--- src/inc/tcd_pkg.sv ---
// Constants, types and carriers for the trigger coincidence timing block
package tcd_pkg;
   // ************************************************************
   // Sizes
   // ************************************************************
   localparam int TCD_NCH = 6;
   localparam int TCD_NSIDE = 3;
   localparam int TCD_TS_W = 16;
   localparam int TCD_TS1_W = TCD_TS_W + 1;
   localparam int TCD_DLY_W = 4;
   localparam int TCD_DLY_LEN = 16;
   localparam int TCD_CNT_W = 24;
   localparam int TCD_THR_W = 12;
   localparam int TCD_ADDR_W = 4;
   localparam int TCD_FRAME_W = TCD_ADDR_W + TCD_THR_W;
   localparam int TCD_BIT_W = 4;
   localparam int TCD_CH_W = 3;
   localparam int TCD_WIN_W = 2;
   localparam int TCD_HOLD_W = 3;
   localparam int TCD_DIV_W = 4;
   // ************************************************************
   // Timing
   // ************************************************************
   localparam logic [TCD_HOLD_W-1:0] TCD_TRIG_SPACE = 3'h5;
   localparam logic [TCD_WIN_W-1:0] TCD_COINC_WIN = 2'h2;
   localparam logic [TCD_DIV_W-1:0] TCD_DAC_DIV = 4'h4;
   localparam logic [TCD_CH_W-1:0] TCD_LAST_CH = 3'h5;
   localparam logic [TCD_BIT_W-1:0] TCD_LAST_BIT = 4'hf;
   // ************************************************************
   // Types
   // ************************************************************
   typedef enum logic [1:0] {DAC_IDLE, DAC_LOAD, DAC_SHIFT} tcd_dac_e;
   typedef logic [TCD_NCH-1:0][TCD_DLY_W-1:0] tcd_delay_t;
   typedef logic [TCD_NCH-1:0][TCD_THR_W-1:0] tcd_thr_t;
   typedef logic [TCD_NCH-1:0][TCD_CNT_W-1:0] tcd_cnt_t;
   typedef logic [TCD_NCH-1:0][TCD_TS1_W-1:0] tcd_time_t;
   typedef struct packed {
      logic sclk;
      logic din;
      logic cs_n;
   } tcd_dac_s;
   typedef struct packed {
      logic [TCD_NCH-1:0] valid;
      tcd_time_t stamp;
   } tcd_hit_s;
endpackage : tcd_pkg

--- src/hdl/tcd_top.sv ---
// Trigger coincidence timing: dual-edge sampling, alignment, trigger, counts, DAC load
// What this block does
// - Each discriminator input is sampled on both clock edges so a hit stamp has half-period steps.
// - A per-channel offset, changeable at any time, shifts each channel in time for alignment.
// - Six discriminator inputs and an accelerator clock come in, and one fast trigger goes out.
// - The trigger is formed from the three upstream and three downstream channels inside this block.
// - Per-channel hit and coincidence counts run continuously and are offered for monitoring.
// - One load writes all six comparator thresholds in turn, one frame each, through a slow serial DAC port.
// - The pixel readout stream arrives on a receiver pin and passes a three-flop synchronizer and a glitch filter.
// - Two of three upstream and two of three downstream hits must coincide, and both sides are ANDed.
// - Two trigger pulses are never closer than five clock ticks.
module tcd_top
   import tcd_pkg::*;
(
   input wire logic MCLK,
   input wire logic RESET,
   input wire logic [TCD_NCH-1:0] DISC_IN,
   input wire logic ACC_CLK_IN,
   input wire tcd_delay_t CH_DELAY,
   input wire tcd_thr_t THR_VALUE,
   input wire logic THR_LOAD,
   input wire logic PIX_RX_IN,
   output logic TRIG_OUT,
   output tcd_hit_s HIT,
   output tcd_cnt_t HIT_COUNT,
   output tcd_cnt_t COINC_COUNT,
   output logic [TCD_CNT_W-1:0] TRIG_COUNT,
   output tcd_dac_s DAC,
   output logic DAC_BUSY,
   output logic PIX_RX_DATA
);
   // ************************************************************
   // State
   // ************************************************************
   typedef struct packed {
      logic [TCD_NCH-1:0] rise1;
      logic [TCD_NCH-1:0] rise2;
      logic [TCD_NCH-1:0] rise3;
      logic [TCD_NCH-1:0] fall2;
      logic [TCD_NCH-1:0] fall3;
      logic [TCD_NCH-1:0] filt_rise;
      logic [TCD_NCH-1:0] filt_fall;
      logic [TCD_NCH-1:0] prev_late;
      logic [2:0] acc_sync;
      logic acc_filt;
      logic [2:0] pix_sync;
      logic pix_filt;
      logic [TCD_TS_W-1:0] ts_cnt;
      logic [TCD_NCH-1:0][TCD_DLY_LEN-1:0] dline;
      logic [TCD_NCH-1:0][TCD_WIN_W-1:0] stretch;
      logic [TCD_HOLD_W-1:0] holdoff;
      logic trig;
      tcd_hit_s hit;
      tcd_cnt_t hit_cnt;
      tcd_cnt_t coin_cnt;
      logic [TCD_CNT_W-1:0] trig_cnt;
      tcd_dac_e dac_st;
      logic [TCD_CH_W-1:0] dac_ch;
      logic [TCD_BIT_W-1:0] dac_bit;
      logic [TCD_DIV_W-1:0] dac_div;
      logic [TCD_FRAME_W-1:0] dac_shreg;
      tcd_dac_s dac;
   } tcd_state_s;

   tcd_state_s st_r;
   tcd_state_s st_nxt;
   logic [TCD_NCH-1:0] fall1_r;

   // ************************************************************
   // Falling-edge capture
   // ************************************************************
   // Only the second falling-phase stage reads this flop
   always_ff @(negedge MCLK or posedge RESET)
   begin
      if (RESET)
         fall1_r <= '0;
      else
         fall1_r <= DISC_IN;
   end

   // ************************************************************
   // Next state
   // ************************************************************
   always_comb
   begin
      logic [TCD_NCH-1:0] edge_early;
      logic [TCD_NCH-1:0] edge_late;
      logic [TCD_NCH-1:0] hit_now;
      logic [TCD_NCH-1:0] dly_hit;
      logic [TCD_NCH-1:0] act;
      logic up_ok;
      logic dn_ok;
      logic fire;
      logic [TCD_THR_W-1:0] thr;
      logic [TCD_FRAME_W-1:0] frm;
      edge_early = '0;
      edge_late = '0;
      hit_now = '0;
      dly_hit = '0;
      act = '0;
      up_ok = 1'b0;
      dn_ok = 1'b0;
      fire = 1'b0;
      thr = '0;
      frm = '0;
      st_nxt = st_r;

      // Rising phase and falling phase reach stage three on the same edge
      st_nxt.rise1 = DISC_IN;
      st_nxt.rise2 = st_r.rise1;
      st_nxt.rise3 = st_r.rise2;
      st_nxt.fall2 = fall1_r;
      st_nxt.fall3 = st_r.fall2;
      st_nxt.filt_rise = (st_r.rise2 & st_r.rise3) |
                         (st_r.filt_rise & (st_r.rise2 | st_r.rise3));
      st_nxt.filt_fall = (st_r.fall2 & st_r.fall3) |
                         (st_r.filt_fall & (st_r.fall2 | st_r.fall3));
      st_nxt.acc_sync = {st_r.acc_sync[1:0], ACC_CLK_IN};
      if (st_r.acc_sync[1] == st_r.acc_sync[2])
         st_nxt.acc_filt = st_r.acc_sync[2];
      st_nxt.pix_sync = {st_r.pix_sync[1:0], PIX_RX_IN};
      if (st_r.pix_sync[1] == st_r.pix_sync[2])
         st_nxt.pix_filt = st_r.pix_sync[2];

      // Stamps count from the last accelerator clock rising edge
      if (st_nxt.acc_filt && !st_r.acc_filt)
         st_nxt.ts_cnt = '0;
      else
         st_nxt.ts_cnt = st_r.ts_cnt + 1'b1;

      // Early sample precedes late sample within one tick
      edge_early = st_r.filt_rise & ~st_r.prev_late;
      edge_late = st_r.filt_fall & ~st_r.filt_rise;
      hit_now = edge_early | edge_late;
      st_nxt.prev_late = st_r.filt_fall;
      st_nxt.hit.valid = hit_now;
      for (int i = 0; i < TCD_NCH; i++)
      begin
         if (hit_now[i])
         begin
            // Offset in whole ticks is added to the half-tick stamp
            st_nxt.hit.stamp[i] = {st_r.ts_cnt, edge_late[i] & ~edge_early[i]} +
                                  TCD_TS1_W'({CH_DELAY[i], 1'b0});
            st_nxt.hit_cnt[i] = st_r.hit_cnt[i] + 1'b1;
         end
         st_nxt.dline[i] = {st_r.dline[i][TCD_DLY_LEN-2:0], hit_now[i]};
         dly_hit[i] = st_r.dline[i][CH_DELAY[i]];
         if (dly_hit[i])
            st_nxt.stretch[i] = TCD_COINC_WIN;
         else if (st_r.stretch[i] != '0)
            st_nxt.stretch[i] = st_r.stretch[i] - 1'b1;
         act[i] = dly_hit[i] | (st_r.stretch[i] != '0);
      end

      // Two of three on each side, both sides required
      up_ok = (act[0] & act[1]) | (act[0] & act[2]) | (act[1] & act[2]);
      dn_ok = (act[3] & act[4]) | (act[3] & act[5]) | (act[4] & act[5]);
      fire = up_ok & dn_ok & (st_r.holdoff == '0);
      st_nxt.trig = fire;
      if (fire)
      begin
         st_nxt.holdoff = TCD_TRIG_SPACE - 1'b1;
         st_nxt.trig_cnt = st_r.trig_cnt + 1'b1;
         for (int i = 0; i < TCD_NCH; i++)
         begin
            if (act[i])
               st_nxt.coin_cnt[i] = st_r.coin_cnt[i] + 1'b1;
         end
      end
      else if (st_r.holdoff != '0)
         st_nxt.holdoff = st_r.holdoff - 1'b1;

      // ************************************************************
      // Threshold DAC writer, one frame per channel
      // ************************************************************
      unique case (st_r.dac_st)
         DAC_IDLE:
         begin
            st_nxt.dac.cs_n = 1'b1;
            st_nxt.dac.sclk = 1'b0;
            if (THR_LOAD)
            begin
               st_nxt.dac_ch = '0;
               st_nxt.dac_st = DAC_LOAD;
            end
         end
         DAC_LOAD:
         begin
            // Threshold inputs are read here; hold them steady while busy
            thr = THR_VALUE[st_r.dac_ch];
            frm = {TCD_ADDR_W'(st_r.dac_ch), thr};
            st_nxt.dac_shreg = frm;
            st_nxt.dac.din = frm[TCD_FRAME_W-1];
            st_nxt.dac.cs_n = 1'b0;
            st_nxt.dac_bit = '0;
            st_nxt.dac_div = '0;
            st_nxt.dac_st = DAC_SHIFT;
         end
         DAC_SHIFT:
         begin
            st_nxt.dac_div = st_r.dac_div + 1'b1;
            st_nxt.dac.din = st_r.dac_shreg[TCD_FRAME_W-1];
            if (st_r.dac_div == TCD_DAC_DIV - 1'b1)
            begin
               st_nxt.dac_div = '0;
               if (!st_r.dac.sclk)
                  st_nxt.dac.sclk = 1'b1;
               else
               begin
                  st_nxt.dac.sclk = 1'b0;
                  st_nxt.dac_shreg = {st_r.dac_shreg[TCD_FRAME_W-2:0], 1'b0};
                  st_nxt.dac.din = st_r.dac_shreg[TCD_FRAME_W-2];
                  st_nxt.dac_bit = st_r.dac_bit + 1'b1;
                  if (st_r.dac_bit == TCD_LAST_BIT)
                  begin
                     st_nxt.dac.cs_n = 1'b1;
                     if (st_r.dac_ch == TCD_LAST_CH)
                        st_nxt.dac_st = DAC_IDLE;
                     else
                     begin
                        st_nxt.dac_ch = st_r.dac_ch + 1'b1;
                        st_nxt.dac_st = DAC_LOAD;
                     end
                  end
               end
            end
         end
      endcase
   end

   // ************************************************************
   // State register
   // ************************************************************
   always_ff @(posedge MCLK or posedge RESET)
   begin
      if (RESET)
      begin
         st_r <= '0;
         st_r.dac_st <= DAC_IDLE;
         st_r.dac.cs_n <= 1'b1;
      end
      else
         st_r <= st_nxt;
   end

   // ************************************************************
   // Outputs
   // ************************************************************
   assign TRIG_OUT = st_r.trig;
   assign HIT = st_r.hit;
   assign HIT_COUNT = st_r.hit_cnt;
   assign COINC_COUNT = st_r.coin_cnt;
   assign TRIG_COUNT = st_r.trig_cnt;
   assign DAC = st_r.dac;
   assign DAC_BUSY = (st_r.dac_st != DAC_IDLE);
   assign PIX_RX_DATA = st_r.pix_filt;
endmodule : tcd_top

--- config.mk ---
export PLATFORM = sky130hd
export DESIGN_NAME = tcd_top
export DESIGN_NICKNAME = d
export VERILOG_FILES = /design/src/inc/tcd_pkg.sv /design/src/hdl/tcd_top.sv
export SDC_FILE = /design/constraint.sdc
export NUM_CORES = 1
export LEC_CHECK = 0
export ABC_CLOCK_PERIOD_IN_PS = 24400
export BUFFER_PORTS_ARGS = -buffer_cell sky130_fd_sc_hd__buf_2
export CAP_MARGIN = 15
export CORE_MARGIN = 2
export CORE_UTILIZATION = 30
export DETAILED_ROUTE_END_ITERATION = 10
export MAX_ROUTING_LAYER = met4
export PLACE_DENSITY = 0.56
export SYNTH_ARGS = -nofsm -noshare
export SYNTH_HDL_FRONTEND = slang
export SYNTH_SLANG_ARGS = --single-unit
--- constraint.sdc ---
create_clock -name MCLK -period 24.4 [get_ports MCLK]
set_input_delay 2.44 -clock MCLK [delete_from_list [all_inputs] [get_ports MCLK]]
set_output_delay 2.44 -clock MCLK [all_outputs]
set_load 0.05 [all_outputs]
==> Word-level counts from Yosys, hierarchy flattened <==
Index checks and enable logic that the tools add are counted.
W data, S select, Z words.
{ "word_totals": {"regBits": 642, "in_bits": 107, "output_inout_bits": 426} }
{ "classes": {"n_addsub": 30, "magnitude_cmp": 7, "n_eq_ne": 12, "mux": 46, "bitwise": 43, "reduce_logical": 32} }
{ "op_table": {"columns": ["cell", "n"], "rows": [
  ["$add A24 B1 Y24 const B", 13],
  ["$add A17 B5 Y17", 6],
  ["$pmux W24 S2", 1],
  ["$and A6 B6 Y6", 6],
  ["$bmux W12 S3", 1],
  ["$mux W16", 2],
  ["$mux W32", 1],
  ["$reduce_bool A2 Y1", 16],
  ["$lt A4 B5 Y1 const B", 6],
  ["$or A6 B6 Y6", 5],
  ["$mux W2", 13],
  ["$bmux W1 S4", 6],
  ["$add A16 B1 Y16 const B", 1],
  ["$and A1 B1 Y1", 14],
  ["$reduce_and A2 Y1", 7],
  ["$mux W12", 1],
  ["$not A6 Y6", 2],
  ["$sub A2 B1 Y2 const B", 6],
  ["$mux W1", 10],
  ["$mux W5", 2],
  ["$ne A2 B2 Y1 const B", 5],
  ["$or A1 B1 Y1", 10],
  ["$mux W3", 3],
  ["$mux W9", 1],
  ["23 further kinds", 32]
]} }

==> Depth between registers and ports, before layout <==
Gate-level depths: netlist of the first run.
{ "depth": {"word_depth": 9, "mapped_depth": 11} }

==> impl_metrics.sql, run 1 <==
INSERT INTO impl_metrics (metric_group, metric, value, unit) VALUES
('synthesis', 'postSynthNetCount', '2997', ''),
('cts', 'cts_sinks', '636', ''),
('cts', 'cts_setup_buffers', '0', ''),
('detailed_routing', 'drt-pass1-iter-count', '6', ''),
('layout', 'fillers', '10500', ''),
('cts', 'clkSlewWorstSetupHoldPaths', '0.06', 'ns'),
('grt', 'grt_use_total', '14.8', '%'),
('synthesis', 'synth_simple_gate_area_share', '13.0', '%'),
('floorplanning', 'initial_cell_density_of_the_core', '30.1', '%'),
('cts', 'postCtsResizedCells', '0', ''),
('detailed_routing', 'postRouteAntennaNets', '0', ''),
('synthesis', 'share_of_synthesized_area_occupied_by_flip_flops_and_latches', '51.3', '%'),
('grt', 'overflow', '0', ''),
('job', 'drv_cap', '0', ''),
('worst_setup_path', 'worstPathRequired', '12.96', 'ns'),
('worst_setup_path', 'setup.worst_path.end_class', 'asynchronous set/reset pin', ''),
('worst_setup_path', 'critical_path.max_fanout', '58', ''),
('synthesis', 'yosys-top-cells-area', 'dfrtp_1 51%, buf_4 10%, xnor2_1 6.8%', ''),
('floorplanning', 'std_cell_core_area', '103000', 'um2'),
('worst_setup_path', 'worstSetupPathType', 'in -> async', ''),
('timing', 'worst_clock_skew', '0.0311', 'ns'),
('floorplanning', 'ioPinCount', '533', ''),
('timing', 'total_count_of_hold_check_failures_in_the_final_report', '0', ''),
('synthesis', 'synth_top_area_share', '50.7', '%'),
('power', 'power.share.switching', '38.3', '%'),
('floorplanning', 'die_h', '326', 'um'),
('power', 'power_density', '103', 'nW/um2'),
('power', 'leakagePower', '16.6', 'nW'),
('synthesis', 'fraction_of_synthesized_cell_area_in_xor_and_xnor_cells', '11.3', '%'),
('power', 'power.share.clock', '33.7', '%'),
('cts', 'number_of_h_tree_levels', '3', ''),
('power', 'power.combinational.fraction', '28.3', '%'),
('synthesis', 'synth-compound-area-share', '4.42', '%'),
('status', 'run_status', 'finished, final reports clean', ''),
('placed_design', 'gpl.final_weighted_congestion', '0.799', ''),
('placed_design', 'io_buffer_count', '532', ''),
('cts', 'tritoncts.num_buffers', '78', ''),
('detailed_routing', 'drt_iter0_markers', '1263', ''),
('worst_setup_path', 'launching_element_type_of_the_critical_path', 'primary input', ''),
('synthesis', 'synth_top_family_by_area', 'simple AND/OR/NAND/NOR gates', ''),
('synthesis', 'synth_top_cell_by_area', 'dfrtp_1', ''),
('layout', 'combined_area_of_the_multi_input_logic_cells', '11400', 'um2'),
('synthesis', 'synth-async-reset-ratio', '100', '%'),
('synthesis', 'muxShareOfSynthArea', '4.77', '%'),
('grt', 'grt_max_degree', '101', ''),
('detailed_routing', 'detail_route.wirelength', '77.0', 'mm'),
('synthesis', 'number_of_enable_type_register_cells_in_the_synthesized_netlist', '0', ''),
('timing', 'timing_worst_slew_pin_value', '1.09', 'ns'),
('hold_path', 'hp-class', 'reg -> reg', ''),
('worst_setup_path', 'critPathArrivalTime', '4.42', 'ns'),
('timing', 'max-slew-margin-rel', '26.8', '%'),
('synthesis', 'synthesis.instances', '2830', ''),
('grt', 'grt_pass1_wl', '119', 'mm'),
('cts', 'clkLatencyLatePin', '0.64', 'ns'),
('synthesis', 'post_synth.cell_area_avg', '11.0', 'um2'),
('detailed_routing', 'dr_total_vias', '19500', ''),
('cts', 'tritoncts_clock_tree', 'done', ''),
('cts', 'post_cts_hold_buffer_count', '0', ''),
('power', 'vdd_drop_max', '0.0860', 'mV'),
('synthesis', 'yosys.area_share.adder', '3.09', '%'),
('layout', 'final_core_util', '33.8', '%'),
('layout', 'post_route_cells_drive_above_1_share', '25.9', '%'),
('power', 'power.switching', '1.37', 'mW'),
('layout', 'synthToLayoutAreaGrowth', '12.3', '%'),
('synthesis', 'yosys_warnings', '0', ''),
('timing', 'rsz0062_at_grt', 'false', ''),
('synthesis', 'ys.flop_type', 'dfrtp_1', ''),
('placed_design', 'dp_hpwl', '56.1', 'mm'),
('timing', 'whs', '0.340', 'ns'),
('timing', 'slew_viol_final', '0', ''),
('cts', 'cts_buffer_depth', '3', '');
-- sequential cells by signal, indices dropped and copies added, names as in the netlist --
register / flops
TRIG_OUT: 1
DAC: 3
TRIG_COUNT: 24
PIX_RX_DATA: 1
COINC_COUNT: 144
fall1_r: 6
HIT: 107
HIT_COUNT: 144
st_r: 93
st_nxt: 113
-- kinds of logic (layout without fill, tap and decap cells) --
kind of cell | after synthesis | after routing
multiplexers | 95 | 95
flip-flops | 636 | 636
adder cells (fa/ha/maj) | 76 | 76
other | 0 | 6
AO/OA/AOI/OAI | 224 | 224
buffers and inverters | 565 | 760
AND/OR/NAND/NOR | 833 | 833
XOR/XNOR | 401 | 401
-- critical path, stage by stage --
cell        delay [ns]
buf_2             0.11
clkinvlp_4        0.54
buf_4             0.59
buf_4             0.67
-- power groups by stage --
stage               combinational (mW)  sequential, mW  clock [mW]
floorplan                        0.924            1.34           0
global placement                  1.02            1.37           0
detailed placement                1.03            1.38           0
CTS                               1.03            1.36        1.25
global route                      1.09            1.38        1.29
finish                            1.01            1.36        1.21
-- metal layers --
metal  track usage [%]  share of wire, %  vias up  wire length, um
li1                  -                 -     9380                -
met1              19.8                47     9593            36000
met2              22.5                46      401            35500
met3              3.08               4.8       99             3680
met4              4.76               2.5        0             1920
met5                 -                 0        -                0
-- Yosys cell counts (12+ instances only) --
library cell  instances
xor2_1              160
nor2_1              253
nand2_1             171
and2_1               23
o21ai_0              48
xnor2_1             241
buf_1                17
buf_4               423
inv_1                60
and3_1               63
clkbuf_1             51
nor3_1               37
dfrtp_1             629
ha_1                 54
a21oi_1             108
and4_1               14
mux2_2               45
nand3_1             134
nor4_1               20
nand4_1              60
mux4_2               26
mux2i_1              14
a31oi_1              12
maj3_1               15
-- metrics by stage --
step                cell area [um2]  std cells  setup WS [ns]
floorplan                     31000       2830           1.33
global placement              32100       4261           7.74
detailed placement            32100       4261           7.75
CTS                           34900       4405           8.43
global route                  34900       4409           8.20
finish                        34900       4411           8.54
-- worst paths after layout --
path                                       start  depth (start not counted)               endpoint  slack (ns)
max                                        RESET                          4   fall1_r[4]$_DFF_NP0_        8.54
min                        st_nxt[586]$_DFF_PP0_                          0  st_nxt[587]$_DFF_PP0_        0.34
max reg2reg                 fall1_r[2]$_DFF_NP0_                          0  st_nxt[608]$_DFF_PP0_       11.77
min reg2reg                st_nxt[586]$_DFF_PP0_                          0  st_nxt[587]$_DFF_PP0_        0.34
max in group MCLK                     DISC_IN[1]                          1   fall1_r[1]$_DFF_NP0_       10.09
min in group asynchronous                  RESET                          2    st_r[583]$_DFF_PP0_        1.95
-- layout by cell type, fill, tap and decap left out, types with 10 or more instances in the layout --
master	count
dfrtp_1	629
buf_2	532
nor2_1	253
xnor2_1	241
nand2_1	171
xor2_1	160
nand3_1	134
a21oi_1	108
clkbuf_16	78
and3_1	63
nand4_1	60
inv_1	59
ha_1	54
o21ai_0	48
mux2_2	45
nor3_1	35
mux4_2	26
and2_1	23
clkbuf_1	22
buf_4	22
nor4_1	20
maj3_1	15
and4_1	14
a31oi_1	12
or3_1	11
a22oi_1	11
mux2i_1	10
-- layout make-up --
| cell class | count | area share [%] |
|---|---|---|
| Sequential cell | 636 | 45.7 |
| Tap cell | 1380 | 4.95 |
| Inverter | 61 | 0.667 |
| Timing Repair Buffer | 555 | 8.17 |
| Antenna cell | 6 | 0.0431 |
| Clock buffer | 108 | 6.15 |
| Multi-Input combinational cell | 1629 | 32.8 |
| Clock inverter | 36 | 1.60 |
Power figures use the tool's default switching activity.
==> run 2: changes to the inputs <==
--- a/config.mk
+++ b/config.mk
@@ -5,7 +5,7 @@
 export SDC_FILE = /design/constraint.sdc
 export NUM_CORES = 1
 export LEC_CHECK = 0
-export ABC_CLOCK_PERIOD_IN_PS = 24400
+export ABC_CLOCK_PERIOD_IN_PS = 16430
 export BUFFER_PORTS_ARGS = -buffer_cell sky130_fd_sc_hd__buf_2
 export CAP_MARGIN = 15
 export CORE_MARGIN = 2
==> constraint.sdc (replaced) <==
create_clock -name MCLK -period 16.43 [get_ports MCLK]
set_input_delay 1.643 -clock MCLK [delete_from_list [all_inputs] [get_ports MCLK]]
set_output_delay 1.643 -clock MCLK [all_outputs]
set_load 0.05 [all_outputs]
==> impl_metrics.sql, run 2 (same netlist as run 1, synthesis figures left out) <==
INSERT INTO impl_metrics (metric_group, metric, value, unit) VALUES
('layout', 'synthToLayoutAreaGrowth', '12.4', '%'),
('placed_design', 'placed_cells', '4261', ''),
('cts', 'clock-root-buffer', 'clkbuf_16', ''),
('cts', 'cts_buffer_depth', '3', ''),
('power', 'power.combinational.fraction', '28.4', '%'),
('job', 'drv_cap', '0', ''),
('worst_setup_path', 'worstPathBufferInverterCount', '3', ''),
('worst_setup_path', 'critical_path.max_fanout', '117', ''),
('hold_path', 'hp-class', 'reg -> reg', ''),
('power', 'totalPowerFinal', '5.32', 'mW'),
('power', 'vdd_drop_max', '0.0993', 'mV'),
('power', 'leakagePower', '16.6', 'nW'),
('worst_setup_path', 'critPathArrivalTime', '2.96', 'ns'),
('cts', 'tritoncts_clock_tree', 'done', ''),
('grt', 'grt_use_total', '14.8', '%'),
('layout', 'layout.cells.most_common', 'dfrtp_1', ''),
('layout', 'combined_area_of_the_multi_input_logic_cells', '11400', 'um2'),
('placed_design', 'gpl.final_weighted_congestion', '0.792', ''),
('timing', 'rsz0062_at_grt', 'false', ''),
('floorplanning', 'ioPinCount', '533', ''),
('layout', 'fillers', '10400', ''),
('power', 'internal_power', '3.29', 'mW'),
('detailed_routing', 'drt-wirelength-per-cell', '17.4', 'um'),
('timing', 'total_count_of_hold_check_failures_in_the_final_report', '0', ''),
('floorplanning', 'initial_cell_density_of_the_core', '30.1', '%'),
('placed_design', 'io_buffer_count', '532', ''),
('timing', 'slew_viol_final', '0', ''),
('worst_setup_path', 'launching_element_type_of_the_critical_path', 'primary input', ''),
('detailed_routing', 'drt_iter0_markers', '1224', ''),
('worst_setup_path', 'rr_startpoint', 'fall1_r[1]$_DFF_NP0_', ''),
('power', 'power_density', '153', 'nW/um2'),
('worst_setup_path', 'timing.critical_path.slowest_cell_delay', '0.52', 'ns'),
('cts', 'cts_sinks', '636', ''),
('layout', 'sequential_cell_area', '15900', 'um2'),
('timing', 'worst_clock_skew', '0.0345', 'ns'),
('layout', 'final_core_util', '33.8', '%'),
('timing', 'whs', '0.347', 'ns'),
('status', 'run_status', 'finished, final reports clean', ''),
('hold_path', 'min_delay_path_depth', '0', ''),
('layout', 'finish.cell_count_without_fillers', '4408', ''),
('worst_setup_path', 'r2r_slack', '7.80', 'ns'),
('floorplanning', 'die_h', '326', 'um'),
('floorplanning', 'core.rowCount', '118', ''),
('power', 'power.share.clock', '33.8', '%'),
('layout', 'fin_nets', '3126', ''),
('grt', 'first_global_vias', '19200', ''),
('cts', 'postCtsResizedCells', '0', ''),
('detailed_routing', 'drt_drc_violations_left', '0', ''),
('timing', 'report.final.setup_viol', '0', ''),
('cts', 'post_cts_hold_buffer_count', '0', ''),
('worst_setup_path', 'setup.worst_path.end', 'fall1_r[3]$_DFF_NP0_', ''),
('cts', 'number_of_h_tree_levels', '3', ''),
('grt', 'overflow', '0', ''),
('grt', 'grt_max_degree', '144', ''),
('grt', 'grt_pass1_wl', '119', 'mm'),
('power', 'power.share.switching', '38.2', '%'),
('placed_design', 'dp_hpwl', '56.1', 'mm'),
('timing', 'timing_worst_slew_pin_value', '1.07', 'ns'),
('floorplanning', 'std_cell_core_area', '103000', 'um2'),
('worst_setup_path', 'worst_path_max_delay_cell', 'clkinvlp_4', ''),
('layout', 'commonest_cells_after_routing_fill_and_taps_aside', '629 x dfrtp_1, 532 x buf_2, 253 x nor2_1', ''),
('worst_setup_path', 'worstPathCellList', 'buf_2 -> clkinvlp_4 -> buf_12', ''),
('worst_setup_path', 'setup.worst_path.end_class', 'asynchronous set/reset pin', ''),
('detailed_routing', 'detail_route.wirelength', '76.9', 'mm'),
('cts', 'tritoncts.num_buffers', '76', ''),
('cts', 'cts_setup_buffers', '0', ''),
('worst_setup_path', 'critPathTopFamily', 'buffers and inverters', ''),
('power', 'power.sequential.fraction', '37.9', '%'),
('worst_setup_path', 'reg2reg_to', 'st_nxt[607]$_DFF_PP0_', ''),
('floorplanning', 'die_width', '326', 'um'),
('cts', 'clkSlewWorstSetupHoldPaths', '0.05', 'ns'),
('detailed_routing', 'postRouteAntennaNets', '0', ''),
('power', 'power.switching', '2.03', 'mW'),
('worst_setup_path', 'rr_worst_depth', '0', ''),
('worst_setup_path', 'worstSetupPathType', 'in -> async', ''),
('cts', 'clkLatencyLatePin', '0.65', 'ns'),
('detailed_routing', 'routed_via_density', '4.45', ''),
('floorplanning', 'design.die.area', '106000', 'um2'),
('timing', 'max-slew-margin-rel', '28.5', '%'),
('layout', 'post_route_cells_drive_above_1_share', '26.0', '%'),
('worst_setup_path', 'timing.critical_path.from', 'RESET', ''),
('worst_setup_path', 'worst-path-stages', '3', ''),
('worst_setup_path', 'worstPathRequired', '8.97', 'ns'),
('detailed_routing', 'dr_total_vias', '19600', ''),
('detailed_routing', 'drt-pass1-iter-count', '5', ''),
('grt', 'initial_antenna_violation_count', '8', '');
==> run 2: how the worst min path moves through the flow <==
stage,slack [ns],start,to
after floorplan,0.33,st_nxt[582]$_DFF_PP0_,st_nxt[583]$_DFF_PP0_
after global placement,0.34,st_nxt[586]$_DFF_PP0_,st_nxt[587]$_DFF_PP0_
after detailed placement,0.34,st_nxt[627]$_DFF_PP0_,st_nxt[621]$_DFF_PP0_
after CTS,0.35,st_nxt[627]$_DFF_PP0_,st_nxt[621]$_DFF_PP0_
after global routing,0.35,st_nxt[627]$_DFF_PP0_,st_nxt[621]$_DFF_PP0_
final,0.35,st_nxt[627]$_DFF_PP0_,st_nxt[621]$_DFF_PP0_
==> run 2: area by class of cell <==
cell class | count | share of cell area (%)
sequential | 636 | 45.6
multi-input combinational | 1629 | 32.8
timing repair buffer | 555 | 8.20
clock buffer | 107 | 6.24
tap | 1380 | 4.95
clock inverter | 32 | 1.50
inverter | 61 | 0.667
antenna | 8 | 0.0574
==> run 2: metrics by stage <==
step | setup slack [ns] | area (um2) | setup TNS (ns)
detailed placement | 5.25 | 32200 | 0
CTS | 5.94 | 34900 | 0
global placement | 5.25 | 32200 | 0
finish | 6.01 | 34900 | 0
floorplan | -1.86 | 31000 | -11.16
global route | 5.80 | 34900 | 0
==> run 2: power by group through the flow <==
stage	Combinational [mW]	Sequential, mW	Clock [mW]
2_1_floorplan	1.37	1.98	0
3_3_place_gp	1.52	2.04	0
3_5_place_dp	1.53	2.05	0
4_1_cts	1.53	2.02	1.85
5_1_grt	1.62	2.05	1.92
6_report	1.51	2.02	1.80
==> run 2: routing by layer <==
layer | share of wire [%] | global-route usage, % | up-vias
met3 | 5.2 | 3.37 | 117
met5 | 0 | - | -
met4 | 2.8 | 4.69 | 0
met1 | 46 | 19.8 | 9689
li1 | - | - | 9395
met2 | 46 | 22.1 | 423
